$ cat config.mk
export PLATFORM = sky130hd
export DESIGN_NAME = scis_supply_ctrl
export DESIGN_NICKNAME = d
export VERILOG_FILES = /design/src/scis_pkg.sv /design/src/scis_supply_ctrl.sv
export VERILOG_INCLUDE_DIRS = /design/src
export SDC_FILE = /design/constraint.sdc
export NUM_CORES = 1
export LEC_CHECK = 0
export ABC_CLOCK_PERIOD_IN_PS = 3490
export BUFFER_PORTS_ARGS = -buffer_cell sky130_fd_sc_hd__buf_2
export CAP_MARGIN = 20
export CORE_MARGIN = 3
export CORE_UTILIZATION = 55
export CTS_CLUSTER_SIZE = 10
export DETAILED_ROUTE_END_ITERATION = 12
export PLACE_DENSITY = 0.76
export SLEW_MARGIN = 25
export SYNTH_ARGS = -nofsm -noshare
export SYNTH_HDL_FRONTEND = slang
export SYNTH_SLANG_ARGS = --single-unit
$ cat constraint.sdc
create_clock -name ref_clk -period 3.49 [get_ports ref_clk]
set_input_delay 0.349 -clock ref_clk [delete_from_list [all_inputs] [get_ports ref_clk]]
set_output_delay 0.349 -clock ref_clk [all_outputs]
set_load 0.02 [all_outputs]
$ cat src/scis_params.svh
// Constants for the supply control serial slave
`ifndef SCIS_PARAMS_SVH
`define SCIS_PARAMS_SVH
`define SCIS_ADDR_BASE   7'h08
`define SCIS_REG_RESET   8'h00
`define SCIS_CTRL_RESET  6'h00
`define SCIS_CTRL_MSB    7
`define SCIS_CTRL_LSB    2
`define SCIS_BITS_BYTE   4'h8
`define SCIS_SYNC_W      10
`endif

$ cat src/scis_pkg.sv
// Types for the supply control serial slave
package scis_pkg;
   typedef struct packed {
      logic current_limit_style;
      logic tx_output_select;
      logic tone_force;
      logic line_drop_boost;
      logic voltage_choice;
      logic power_on_ctrl;
   } scis_ctrl_s;
   typedef struct packed {
      logic       rx_supply_out;
      logic       tx_supply_out;
      logic [1:0] level_sel;
      logic       tone_on;
      logic       tx_tone_out;
      logic       pulsed_limit;
      logic       static_limit;
   } scis_power_s;
   typedef enum logic [2:0] {
      SCIS_IDLE, SCIS_ADDR, SCIS_ADDR_ACK, SCIS_WR_DATA, SCIS_WR_ACK, SCIS_RD_DATA, SCIS_RD_ACK
   } scis_state_e;
endpackage

$ cat src/scis_supply_ctrl.sv
// Serial slave, control/status register and power block steering for one section
`timescale 1ns/1ns
`default_nettype none
`include "scis_params.svh"
module scis_supply_ctrl (
   // Clock and reset
   input  wire logic            ref_clk,
   input  wire logic            resetn,
   // Serial bus, open drain data
   input  wire logic            scl_in,
   input  wire logic            sda_in,
   output var  logic            sda_out,
   output var  logic            sda_oe,
   // Address strap level, digitised low to high
   input  wire logic [1:0]      addr_strap,
   // Supply lockout comparators
   input  wire logic            supply_above_upper,
   input  wire logic            supply_below_lower,
   // Tone pins and protection inputs
   input  wire logic            tone_gate_in,
   input  wire logic            tone_sense_in,
   input  wire logic            thermal_trip,
   input  wire logic            overload_trip,
   // Register view and power block controls
   output var  scis_pkg::scis_ctrl_s  ctrl,
   output var  logic            thermal_flag,
   output var  logic            overload_flag,
   output var  logic            tone_detect_out,
   output var  scis_pkg::scis_power_s power
);
   import scis_pkg::*;

   // Every pin goes through two flops before use
   logic [`SCIS_SYNC_W-1:0] sync1_q;
   logic [`SCIS_SYNC_W-1:0] sync2_q;
   logic                    scl_prev_q;
   logic                    sda_prev_q;
   logic                    scl_s;
   logic                    sda_s;
   logic                    scl_rise;
   logic                    scl_fall;
   logic                    start_det;
   logic                    stop_det;
   logic [1:0]              strap_s;

   always_ff @(posedge ref_clk or negedge resetn) begin
      if (!resetn) begin
         // Bus pins idle high on their pull-ups, so no false edge follows reset
         sync1_q    <= {{(`SCIS_SYNC_W-2){1'b0}}, 2'b11};
         sync2_q    <= {{(`SCIS_SYNC_W-2){1'b0}}, 2'b11};
         scl_prev_q <= 1'b1;
         sda_prev_q <= 1'b1;
      end else begin
         sync1_q    <= {addr_strap, supply_below_lower, supply_above_upper, overload_trip,
                        thermal_trip, tone_sense_in, tone_gate_in, sda_in, scl_in};
         sync2_q    <= sync1_q;
         scl_prev_q <= sync2_q[0];
         sda_prev_q <= sync2_q[1];
      end
   end

   assign scl_s     = sync2_q[0];
   assign sda_s     = sync2_q[1];
   assign strap_s   = sync2_q[9:8];
   assign scl_rise  = scl_s & ~scl_prev_q;
   assign scl_fall  = ~scl_s & scl_prev_q;
   // Data may only move while the clock is low; a move while high frames a transfer
   assign start_det = scl_s & scl_prev_q & sda_prev_q & ~sda_s;
   assign stop_det  = scl_s & scl_prev_q & ~sda_prev_q & sda_s;

   // Lockout with hysteresis
   logic supply_ok_q;
   logic supply_ok_d;

   always_comb begin
      if (supply_ok_q) begin
         supply_ok_d = ~sync2_q[7];
      end else begin
         supply_ok_d = sync2_q[6];
      end
   end

   always_ff @(posedge ref_clk or negedge resetn) begin
      if (!resetn) begin
         supply_ok_q <= 1'b0;
      end else begin
         supply_ok_q <= supply_ok_d;
      end
   end

   // Slave state
   scis_state_e state_q;
   scis_state_e state_d;
   logic [3:0]  cnt_q;
   logic [3:0]  cnt_d;
   logic [7:0]  shift_q;
   logic [7:0]  shift_d;
   logic        rw_q;
   logic        rw_d;
   logic        mack_q;
   logic        mack_d;
   logic        oe_q;
   logic        oe_d;
   scis_ctrl_s  ctrl_q;
   scis_ctrl_s  ctrl_d;
   logic [6:0]  my_addr;
   logic [7:0]  rd_byte;
   logic        addr_hit;

   assign my_addr  = `SCIS_ADDR_BASE | {5'h00, strap_s};
   assign addr_hit = (shift_q[7:1] == my_addr);
   assign rd_byte  = {ctrl_q, thermal_flag, overload_flag};

   always_comb begin
      state_d = state_q;
      cnt_d   = cnt_q;
      shift_d = shift_q;
      rw_d    = rw_q;
      mack_d  = mack_q;
      oe_d    = oe_q;
      ctrl_d  = ctrl_q;
      if (!supply_ok_q) begin
         // Deaf on the bus and cleared while the supply is low
         state_d = SCIS_IDLE;
         cnt_d   = 4'h0;
         oe_d    = 1'b0;
         ctrl_d  = scis_ctrl_s'(`SCIS_CTRL_RESET);
      end else if (stop_det) begin
         state_d = SCIS_IDLE;
         oe_d    = 1'b0;
      end else if (start_det) begin
         state_d = SCIS_ADDR;
         cnt_d   = 4'h0;
         oe_d    = 1'b0;
      end else begin
         case (state_q)
            SCIS_ADDR: begin
               if (scl_rise) begin
                  shift_d = {shift_q[6:0], sda_s};
                  cnt_d   = cnt_q + 4'h1;
               end else if (scl_fall && cnt_q == `SCIS_BITS_BYTE) begin
                  if (addr_hit) begin
                     rw_d    = shift_q[0];
                     oe_d    = 1'b1;
                     state_d = SCIS_ADDR_ACK;
                  end else begin
                     state_d = SCIS_IDLE;
                  end
               end
            end
            SCIS_ADDR_ACK: begin
               if (scl_fall) begin
                  cnt_d = 4'h0;
                  if (rw_q) begin
                     shift_d = rd_byte;
                     oe_d    = ~rd_byte[7];
                     state_d = SCIS_RD_DATA;
                  end else begin
                     oe_d    = 1'b0;
                     state_d = SCIS_WR_DATA;
                  end
               end
            end
            SCIS_WR_DATA: begin
               if (scl_rise) begin
                  shift_d = {shift_q[6:0], sda_s};
                  cnt_d   = cnt_q + 4'h1;
               end else if (scl_fall && cnt_q == `SCIS_BITS_BYTE) begin
                  // Flag bits of the byte are dropped
                  ctrl_d  = scis_ctrl_s'(shift_q[`SCIS_CTRL_MSB:`SCIS_CTRL_LSB]);
                  oe_d    = 1'b1;
                  state_d = SCIS_WR_ACK;
               end
            end
            SCIS_WR_ACK: begin
               if (scl_fall) begin
                  oe_d    = 1'b0;
                  cnt_d   = 4'h0;
                  state_d = SCIS_WR_DATA;
               end
            end
            SCIS_RD_DATA: begin
               if (scl_rise) begin
                  cnt_d = cnt_q + 4'h1;
               end else if (scl_fall) begin
                  if (cnt_q == `SCIS_BITS_BYTE) begin
                     oe_d    = 1'b0;
                     state_d = SCIS_RD_ACK;
                  end else begin
                     shift_d = {shift_q[6:0], 1'b0};
                     oe_d    = ~shift_q[6];
                  end
               end
            end
            SCIS_RD_ACK: begin
               if (scl_rise) begin
                  mack_d = ~sda_s;
               end else if (scl_fall) begin
                  cnt_d = 4'h0;
                  if (mack_q) begin
                     shift_d = rd_byte;
                     oe_d    = ~rd_byte[7];
                     state_d = SCIS_RD_DATA;
                  end else begin
                     state_d = SCIS_IDLE;
                  end
               end
            end
            default: begin
               state_d = state_q;
            end
         endcase
      end
   end

   always_ff @(posedge ref_clk or negedge resetn) begin
      if (!resetn) begin
         state_q <= SCIS_IDLE;
         cnt_q   <= 4'h0;
         shift_q <= 8'h00;
         rw_q    <= 1'b0;
         mack_q  <= 1'b0;
         oe_q    <= 1'b0;
         ctrl_q  <= scis_ctrl_s'(`SCIS_CTRL_RESET);
      end else begin
         state_q <= state_d;
         cnt_q   <= cnt_d;
         shift_q <= shift_d;
         rw_q    <= rw_d;
         mack_q  <= mack_d;
         oe_q    <= oe_d;
         ctrl_q  <= ctrl_d;
      end
   end

   // Output group, all registered
   scis_power_s power_d;
   logic        tone_gate;

   // Host firmware keys the tone and reads the detector directly on these pins
   assign tone_gate = ctrl_q.tone_force | sync2_q[2];

   always_comb begin
      power_d              = '0;
      power_d.pulsed_limit = ~ctrl_q.current_limit_style;
      power_d.static_limit = ctrl_q.current_limit_style;
      if (ctrl_q.power_on_ctrl) begin
         power_d.level_sel     = {ctrl_q.line_drop_boost, ctrl_q.voltage_choice};
         power_d.rx_supply_out = ~ctrl_q.tx_output_select;
         power_d.tx_supply_out = ctrl_q.tx_output_select;
         power_d.tone_on       = tone_gate;
         power_d.tx_tone_out   = ctrl_q.tx_output_select & tone_gate;
      end else begin
         power_d.pulsed_limit = 1'b0;
         power_d.static_limit = 1'b0;
      end
   end

   always_ff @(posedge ref_clk or negedge resetn) begin
      if (!resetn) begin
         power           <= '0;
         ctrl            <= '0;
         thermal_flag    <= 1'b0;
         overload_flag   <= 1'b0;
         tone_detect_out <= 1'b0;
         sda_out         <= 1'b0;
         sda_oe          <= 1'b0;
      end else begin
         power           <= power_d;
         ctrl            <= ctrl_d;
         thermal_flag    <= sync2_q[4];
         overload_flag   <= sync2_q[5];
         tone_detect_out <= sync2_q[3];
         sda_out         <= 1'b0;
         sda_oe          <= oe_d;
      end
   end

   a_uvlo_clears: assert property (@(posedge ref_clk) disable iff (!resetn)
      !supply_ok_q |=> (ctrl_q == scis_ctrl_s'(`SCIS_CTRL_RESET)) && !sda_oe)
      else $error("register not held clear under lockout");
   a_addr_ack: assert property (@(posedge ref_clk) disable iff (!resetn)
      supply_ok_q && !start_det && !stop_det && state_q == SCIS_ADDR && scl_fall
      && cnt_q == 4'h8 && addr_hit |=> sda_oe && state_q == SCIS_ADDR_ACK)
      else $error("matching address not acknowledged");
   a_addr_miss: assert property (@(posedge ref_clk) disable iff (!resetn)
      state_q == SCIS_ADDR && scl_fall && cnt_q == 4'h8 && !addr_hit |=> !sda_oe)
      else $error("foreign address acknowledged");
   a_write_update: assert property (@(posedge ref_clk) disable iff (!resetn)
      supply_ok_q && !start_det && !stop_det && state_q == SCIS_WR_DATA && scl_fall
      && cnt_q == 4'h8 |=> ctrl_q == scis_ctrl_s'($past(shift_q[7:2])) && sda_oe)
      else $error("write byte not stored");
   a_power_off: assert property (@(posedge ref_clk) disable iff (!resetn)
      !ctrl_q.power_on_ctrl |=> !power.rx_supply_out && !power.tx_supply_out && !power.tone_on)
      else $error("power block on while disabled");
   a_tone_forced: assert property (@(posedge ref_clk) disable iff (!resetn)
      ctrl_q.power_on_ctrl && ctrl_q.tone_force |=> power.tone_on)
      else $error("forced tone missing");
   a_limit_style: assert property (@(posedge ref_clk) disable iff (!resetn)
      ctrl_q.power_on_ctrl |=> power.static_limit == $past(ctrl_q.current_limit_style)
      && power.pulsed_limit != power.static_limit)
      else $error("limit style wrong");
   a_read_msb: assert property (@(posedge ref_clk) disable iff (!resetn)
      supply_ok_q && !start_det && !stop_det && state_q == SCIS_ADDR_ACK && scl_fall
      && rw_q |=> sda_oe == !$past(rd_byte[7]))
      else $error("read MSB not driven");
   a_level_sel: assert property (@(posedge ref_clk) disable iff (!resetn)
      ctrl_q.power_on_ctrl |=> power.level_sel
      == $past({ctrl_q.line_drop_boost, ctrl_q.voltage_choice}))
      else $error("level select wrong");
endmodule
`default_nettype wire

After elaboration in Yosys (flattened, before gate mapping)
Cells that the tools add are included.
{"block": "classes", "addsub": 1, "n_eq_ne": 39, "muxes": 62, "bitwise_logic": 20, "n_reduce_logical": 12}
{"cell": "two-way mux 8 bit", "count": 9}
{"cell": "!= test 5 bit (second input constant)", "count": 13}
{"cell": "two-way mux 3 bit", "count": 16}
{"cell": "two-way mux 6 bit", "count": 7}
{"cell": "one-hot mux 8 bit (4 select lines)", "count": 1}
{"cell": "AND reduction 13 bit", "count": 2}
{"cell": "two-way mux 4 bit", "count": 6}
{"cell": "!= test 2 bit (second input constant)", "count": 11}
{"cell": "two-way mux 1 bit", "count": 18}
{"cell": "one-hot mux 3 bit (6 select lines)", "count": 1}
{"cell": "one-hot mux 4 bit (3 select lines)", "count": 1}
{"cell": "AND reduction 12 bit", "count": 1}
{"cell": "NOT 1 bit", "count": 11}
{"cell": "AND reduction 5 bit", "count": 2}
{"cell": "equality test 3 bit (second input constant)", "count": 3}
{"cell": "!= test 9 x 3 -> 1 bit (second input constant)", "count": 1}
{"cell": "bitwise AND 1 bit", "count": 8}
{"cell": "!= test 4 bit (second input constant)", "count": 2}
{"cell": "equality test 7 x 4 -> 1 bit", "count": 1}
{"cell": "AND reduction 7 bit", "count": 1}
{"cell": "equality test 3 x 2 -> 1 bit (second input constant)", "count": 2}
{"cell": "!= test 2 x 1 -> 1 bit (second input constant)", "count": 3}
{"cell": "one-hot mux 1 bit (6 select lines)", "count": 1}
{"cell": "!= test 5 x 4 -> 1 bit (second input constant)", "count": 1}
{"cell": "other kinds (10)", "count": 12}
{"block": "totals", "reg_bits": 58, "in_bits": 12, "out_inout_bits": 19}

Longest topological paths before layout
{"block": "depth", "ltp_word": 9, "ltp_mapped": 7, "ltp_nobuf": 7}

Worst setup path after synthesis
Ideal clock, no wire load.
{"block": "synth_path", "path_type": "reg-to-reg", "from": "register shift_q[3]", "to": "register rw_q", "setup_ns": 0.127, "arrival_time_ns": 1.620, "path_slack_ns": 1.742, "path_stages_with_launch": 5, "path_cell_list": "dfrtp_1 or4b_1 nor4_2 nand3b_1 mux2_1"}
{"block": "synth_via", "elab_chain_len": 2}
{"element": "from (decl)", "line_no": "scis_supply_ctrl.sv:96", "source": "logic [7:0] shift_q;"}
{"element": "from (signal assigned)", "line_no": "scis_supply_ctrl.sv:228", "source": "shift_q <= shift_d;"}
{"element": "equality test 7 x 4 -> 1 bit", "line_no": "scis_supply_ctrl.sv:111", "source": "assign addr_hit = (shift_q[7:1] == my_addr);"}
{"element": "AND reduction 7 bit (no source line)"}
{"element": "to (signal assigned)", "line_no": "scis_supply_ctrl.sv:229", "source": "rw_q <= rw_d;"}
{"element": "to (decl)", "line_no": "scis_supply_ctrl.sv:98", "source": "logic rw_q;"}
Every way passes these cells.
A chain may end at the register's enable or synchronous reset.

Worst setup path after layout
{"block": "layout_path", "from": "register sync2_q[0]", "to": "register cnt_q[2]"}
{"block": "layout_via", "elab_chain_len": 8, "word_cells_on_any_way": 19, "classes_between": "eq/ne (4); mux (6); bitwise (8); reduce/logical (1)"}
{"element": "from (decl)", "line_no": "scis_supply_ctrl.sv:35", "source": "logic [`SCIS_SYNC_W-1:0] sync2_q;"}
{"element": "from (signal assigned)", "line_no": "scis_supply_ctrl.sv:50", "source": "sync2_q <= {{(`SCIS_SYNC_W-2){1'b0}}, 2'b11};"}
{"element": "from (signal assigned)", "line_no": "scis_supply_ctrl.sv:56", "source": "sync2_q <= sync1_q;"}
{"element": "NOT 1 bit", "line_no": "scis_supply_ctrl.sv:66", "source": "assign scl_fall = ~scl_s & scl_prev_q;"}
{"element": "bitwise AND 1 bit", "line_no": "scis_supply_ctrl.sv:66"}
{"element": "two-way mux 4 bit (2 in a row)"}
{"element": "one-hot mux 4 bit (3 select lines)"}
{"element": "two-way mux 4 bit", "line_no": "scis_supply_ctrl.sv:131", "source": "end else if (start_det) begin"}
{"element": "two-way mux 4 bit", "line_no": "scis_supply_ctrl.sv:128", "source": "end else if (stop_det) begin"}
{"element": "two-way mux 4 bit", "line_no": "scis_supply_ctrl.sv:122", "source": "if (!supply_ok_q) begin"}
{"element": "to (signal assigned)", "line_no": "scis_supply_ctrl.sv:227", "source": "cnt_q <= cnt_d;"}
{"element": "to (decl)", "line_no": "scis_supply_ctrl.sv:94", "source": "logic [3:0] cnt_q;"}
Several ways; a longest one is shown, not always the timed one. The select of a mux whose other input is x is not followed.

==> results_dict.tcl <==
set metrics [dict create \
    antenna_found_initial 0 \
    required_ns 3.69 \
    wl_um 4380 \
    cts_setup_buffers 0 \
    viasPerCell 5.53 \
    ir_worst_vdd_v 0.000504 \
    status "complete, but fails checks" \
    grt_max_degree 43 \
    core-area_mm2 0.00412 \
    cp_data_arrival_time_ns 2.24 \
    rsz0062_at_grt "no" \
    clock_latency_ns 0.32 \
    postCtsHoldBufs 0 \
    drcViolationCount 0 \
    drtAntennaViolNets 0 \
    cap_violations 0 \
    fmax_ghz 0.489 \
    synth_seq_cells 58 \
    r2r_cells 5 \
    cts_tree "done" \
    power.density_mw_per_mm2 548 \
    timing.slew.headroom 0.478 \
    vias 1652 \
    diodes 0 \
    seq_area_frac_synth 0.603 \
    cpMaxStageDelayCell "a311oi_1" \
    cts_sinks 58 \
    ys_top_cells_by_count "52 x dfrtp_1, 32 x nand2_1, 12 x nor2b_1, 10 x o21ai_0" \
    hold_violations 8 \
    clk_path_buf_depth 2 \
    gp_congestion 0.862 \
    dr.pass1.iters 4 \
    grt_pass1_wl_um 7540 \
    synthCells 209 \
    worstMarginPinSlew_ns 0.778 \
    critPathLaunchType "register" \
    violations "negative hold slack" \
    io_pins 31 \
    cp-end-kind "register" \
    hold_ws_ns -0.00593 \
    h-tree-depth 3 \
    portBuffers 29 \
    tns_ns 0 \
    synth_top_area_cell "dfrtp_1" \
    synthToLayoutAreaGrowth_pct 19.0 \
    cp_common_cell "nand2b_1" \
    syn_area_mm2 0.00242 \
    crit_chain "nand2b_1, nor3_1, a311oi_1, nand2b_1, o21ai_0" \
    layout_setup_ws_ns 1.44 \
    rows 23 \
    avgSynthCellArea_um2 11.6 \
    critPathKind "reg -> reg" \
    worstPathMaxFanout 8 \
    synthDistinctLibCells 47 \
    start_util 0.588 \
    yosysTopAreaCellShare 0.537 \
    dp_hpwl_um 2870 \
    cts_resized 0 \
    die_w_um 72.3 \
    ys.flop_type "dfrtp_1" \
    yosysMostFrequentCell "dfrtp_1" \
    cts_buffers 9 \
    async_flop_share 1.00 \
    finish.utilization 0.700 \
    grt_pass1_vias 1625 \
    cts.clk_slew.worst_paths_ns 0.07 \
    die_y_um 72.3 \
    place_ws_ns 1.48 \
    min_period_ns 2.05 \
    p_leak_uw 0.00136 \
    netlist_top_cells_area "dfrtp_1 54%, dfstp_2 6.5%, nand2_1 5.0%, mux2_2 3.7%, mux2i_1 3.3%" \
    setup-violations-final 0 \
    gr-usage-all-layers 0.193 \
    cts-root-buf "clkbuf_8" \
    first_iter_violations 130 \
    syn_nets 223 \
    wl_per_cell_um 14.6 \
    die_area_mm2 0.00523 \
    finClkSkew_ns 0.00852 \
    final-max-slew-violation-count 0 \
    period_share 0.586 \
    fill_cells 317 \
    yosysWarnings 0 \
    drive_gt1_frac 0.261 \
    overflow 0 \
    max_stage_delay_ns 0.63 \
    synth-edff-count 0 \
    final_nets 258 \
    hold_class "in -> async" \
]
metal layers:
layer  share of wire  GRT usage  vias to the layer above
li1                -          -                      794
met1            0.46      0.257                      811
met2            0.47      0.300                       41
met3           0.053     0.0540                        6
met4           0.011     0.0752                        0
met5               0          0                        -
cells in the final DEF (no fill, tap or decap), types with 2 or more instances in the layout:
cell       netlist  routed
nor2b_1         12      12
dfstp_2          6       6
dfrtp_1         52      52
ha_1             2       2
nand2_1         32      32
nand2b_1         4       4
buf_4            1       3
clkbuf_8         0      10
nand3_1          3       3
mux2i_1          8       8
buf_2            2      28
a21oi_1          4       4
inv_1            7       7
o21a_1           2       2
o211ai_1         4       4
a22oi_1          2       2
nand3b_1         3       3
nor3_1           3       3
or4b_1           2       2
bufinv_16        0       4
and2_1           5       5
o21ai_0         10      10
nor2_1           7       7
xor2_1           3       3
mux2_2           8       8
cell type report:
class / instances / area, um^2 / area share
clock buffers: 11 / 141 / 0.0491
clock inverters: 5 / 125 / 0.0434
inverters: 7 / 26.3 / 0.00912
multi-input cells: 137 / 903 / 0.314
flip-flops and latches: 58 / 1460 / 0.507
well taps: 50 / 62.6 / 0.0217
repair buffers: 31 / 163 / 0.0565
worst max-delay path, delay by kind of cell (launching register included):
family	cells	cell delay, ns
and+or+nand+nor	3	0.65
DFF	1	0.56
AOI/OAI and AO/OA	2	0.72
flip-flops by register name (all words and copies together) (netlist names), 3 cells and up:
name     count
sync1_q     10
sync2_q     10
power        8
shift_q      8
ctrl         6
cnt_q        4
state_q      3
path summary, 6_finish.rpt:
| check | startpoint | endpoint | slack, ns |
|---|---|---|---|
| min in group ref_clk | scl_in | sync1_q[0]$_DFF_PN1_ | 0.12 |
| hold reg to reg | sync1_q[7]$_DFF_PN0_ | sync2_q[7]$_DFF_PN0_ | 0.35 |
| max in group asynchronous | resetn | sync1_q[1]$_DFF_PN1_ | 2.82 |
| hold / removal | resetn | sync1_q[2]$_DFF_PN0_ | -0.006 |
| setup / recovery | sync2_q[0]$_DFF_PN1_ | cnt_q[2]$_DFFE_PN0P_ | 1.44 |
| setup reg to reg | sync2_q[0]$_DFF_PN1_ | cnt_q[2]$_DFFE_PN0P_ | 1.44 |
power breakdown:
group	switching [uW]	leakage, uW	internal [uW]
combinational	33.7	0.000483	20.3
clock	249	0.000134	565
sequential	15.0	0.000743	694
logic make-up after synthesis:
| logic type | share of synthesized area |
|---|---|
| other cells | 0.00155 |
| compound gates | 0.0946 |
| flops | 0.603 |
| fa+ha+maj | 0.0103 |
| mux | 0.0749 |
| xor+xnor | 0.0145 |
| buf+inv | 0.0243 |
| simple gates | 0.177 |
metrics by stage:
stage / instance area [um^2] / power [uW] / std cells
2_1_floorplan: 2420 / 744 / 209
3_3_place_gp: 2610 / 774 / 283
3_5_place_dp: 2610 / 775 / 283
4_1_cts: 2880 / 1600 / 299
5_1_grt: 2880 / 1640 / 299
6_report: 2880 / 1580 / 299
Power figures use the tool's default switching activity.
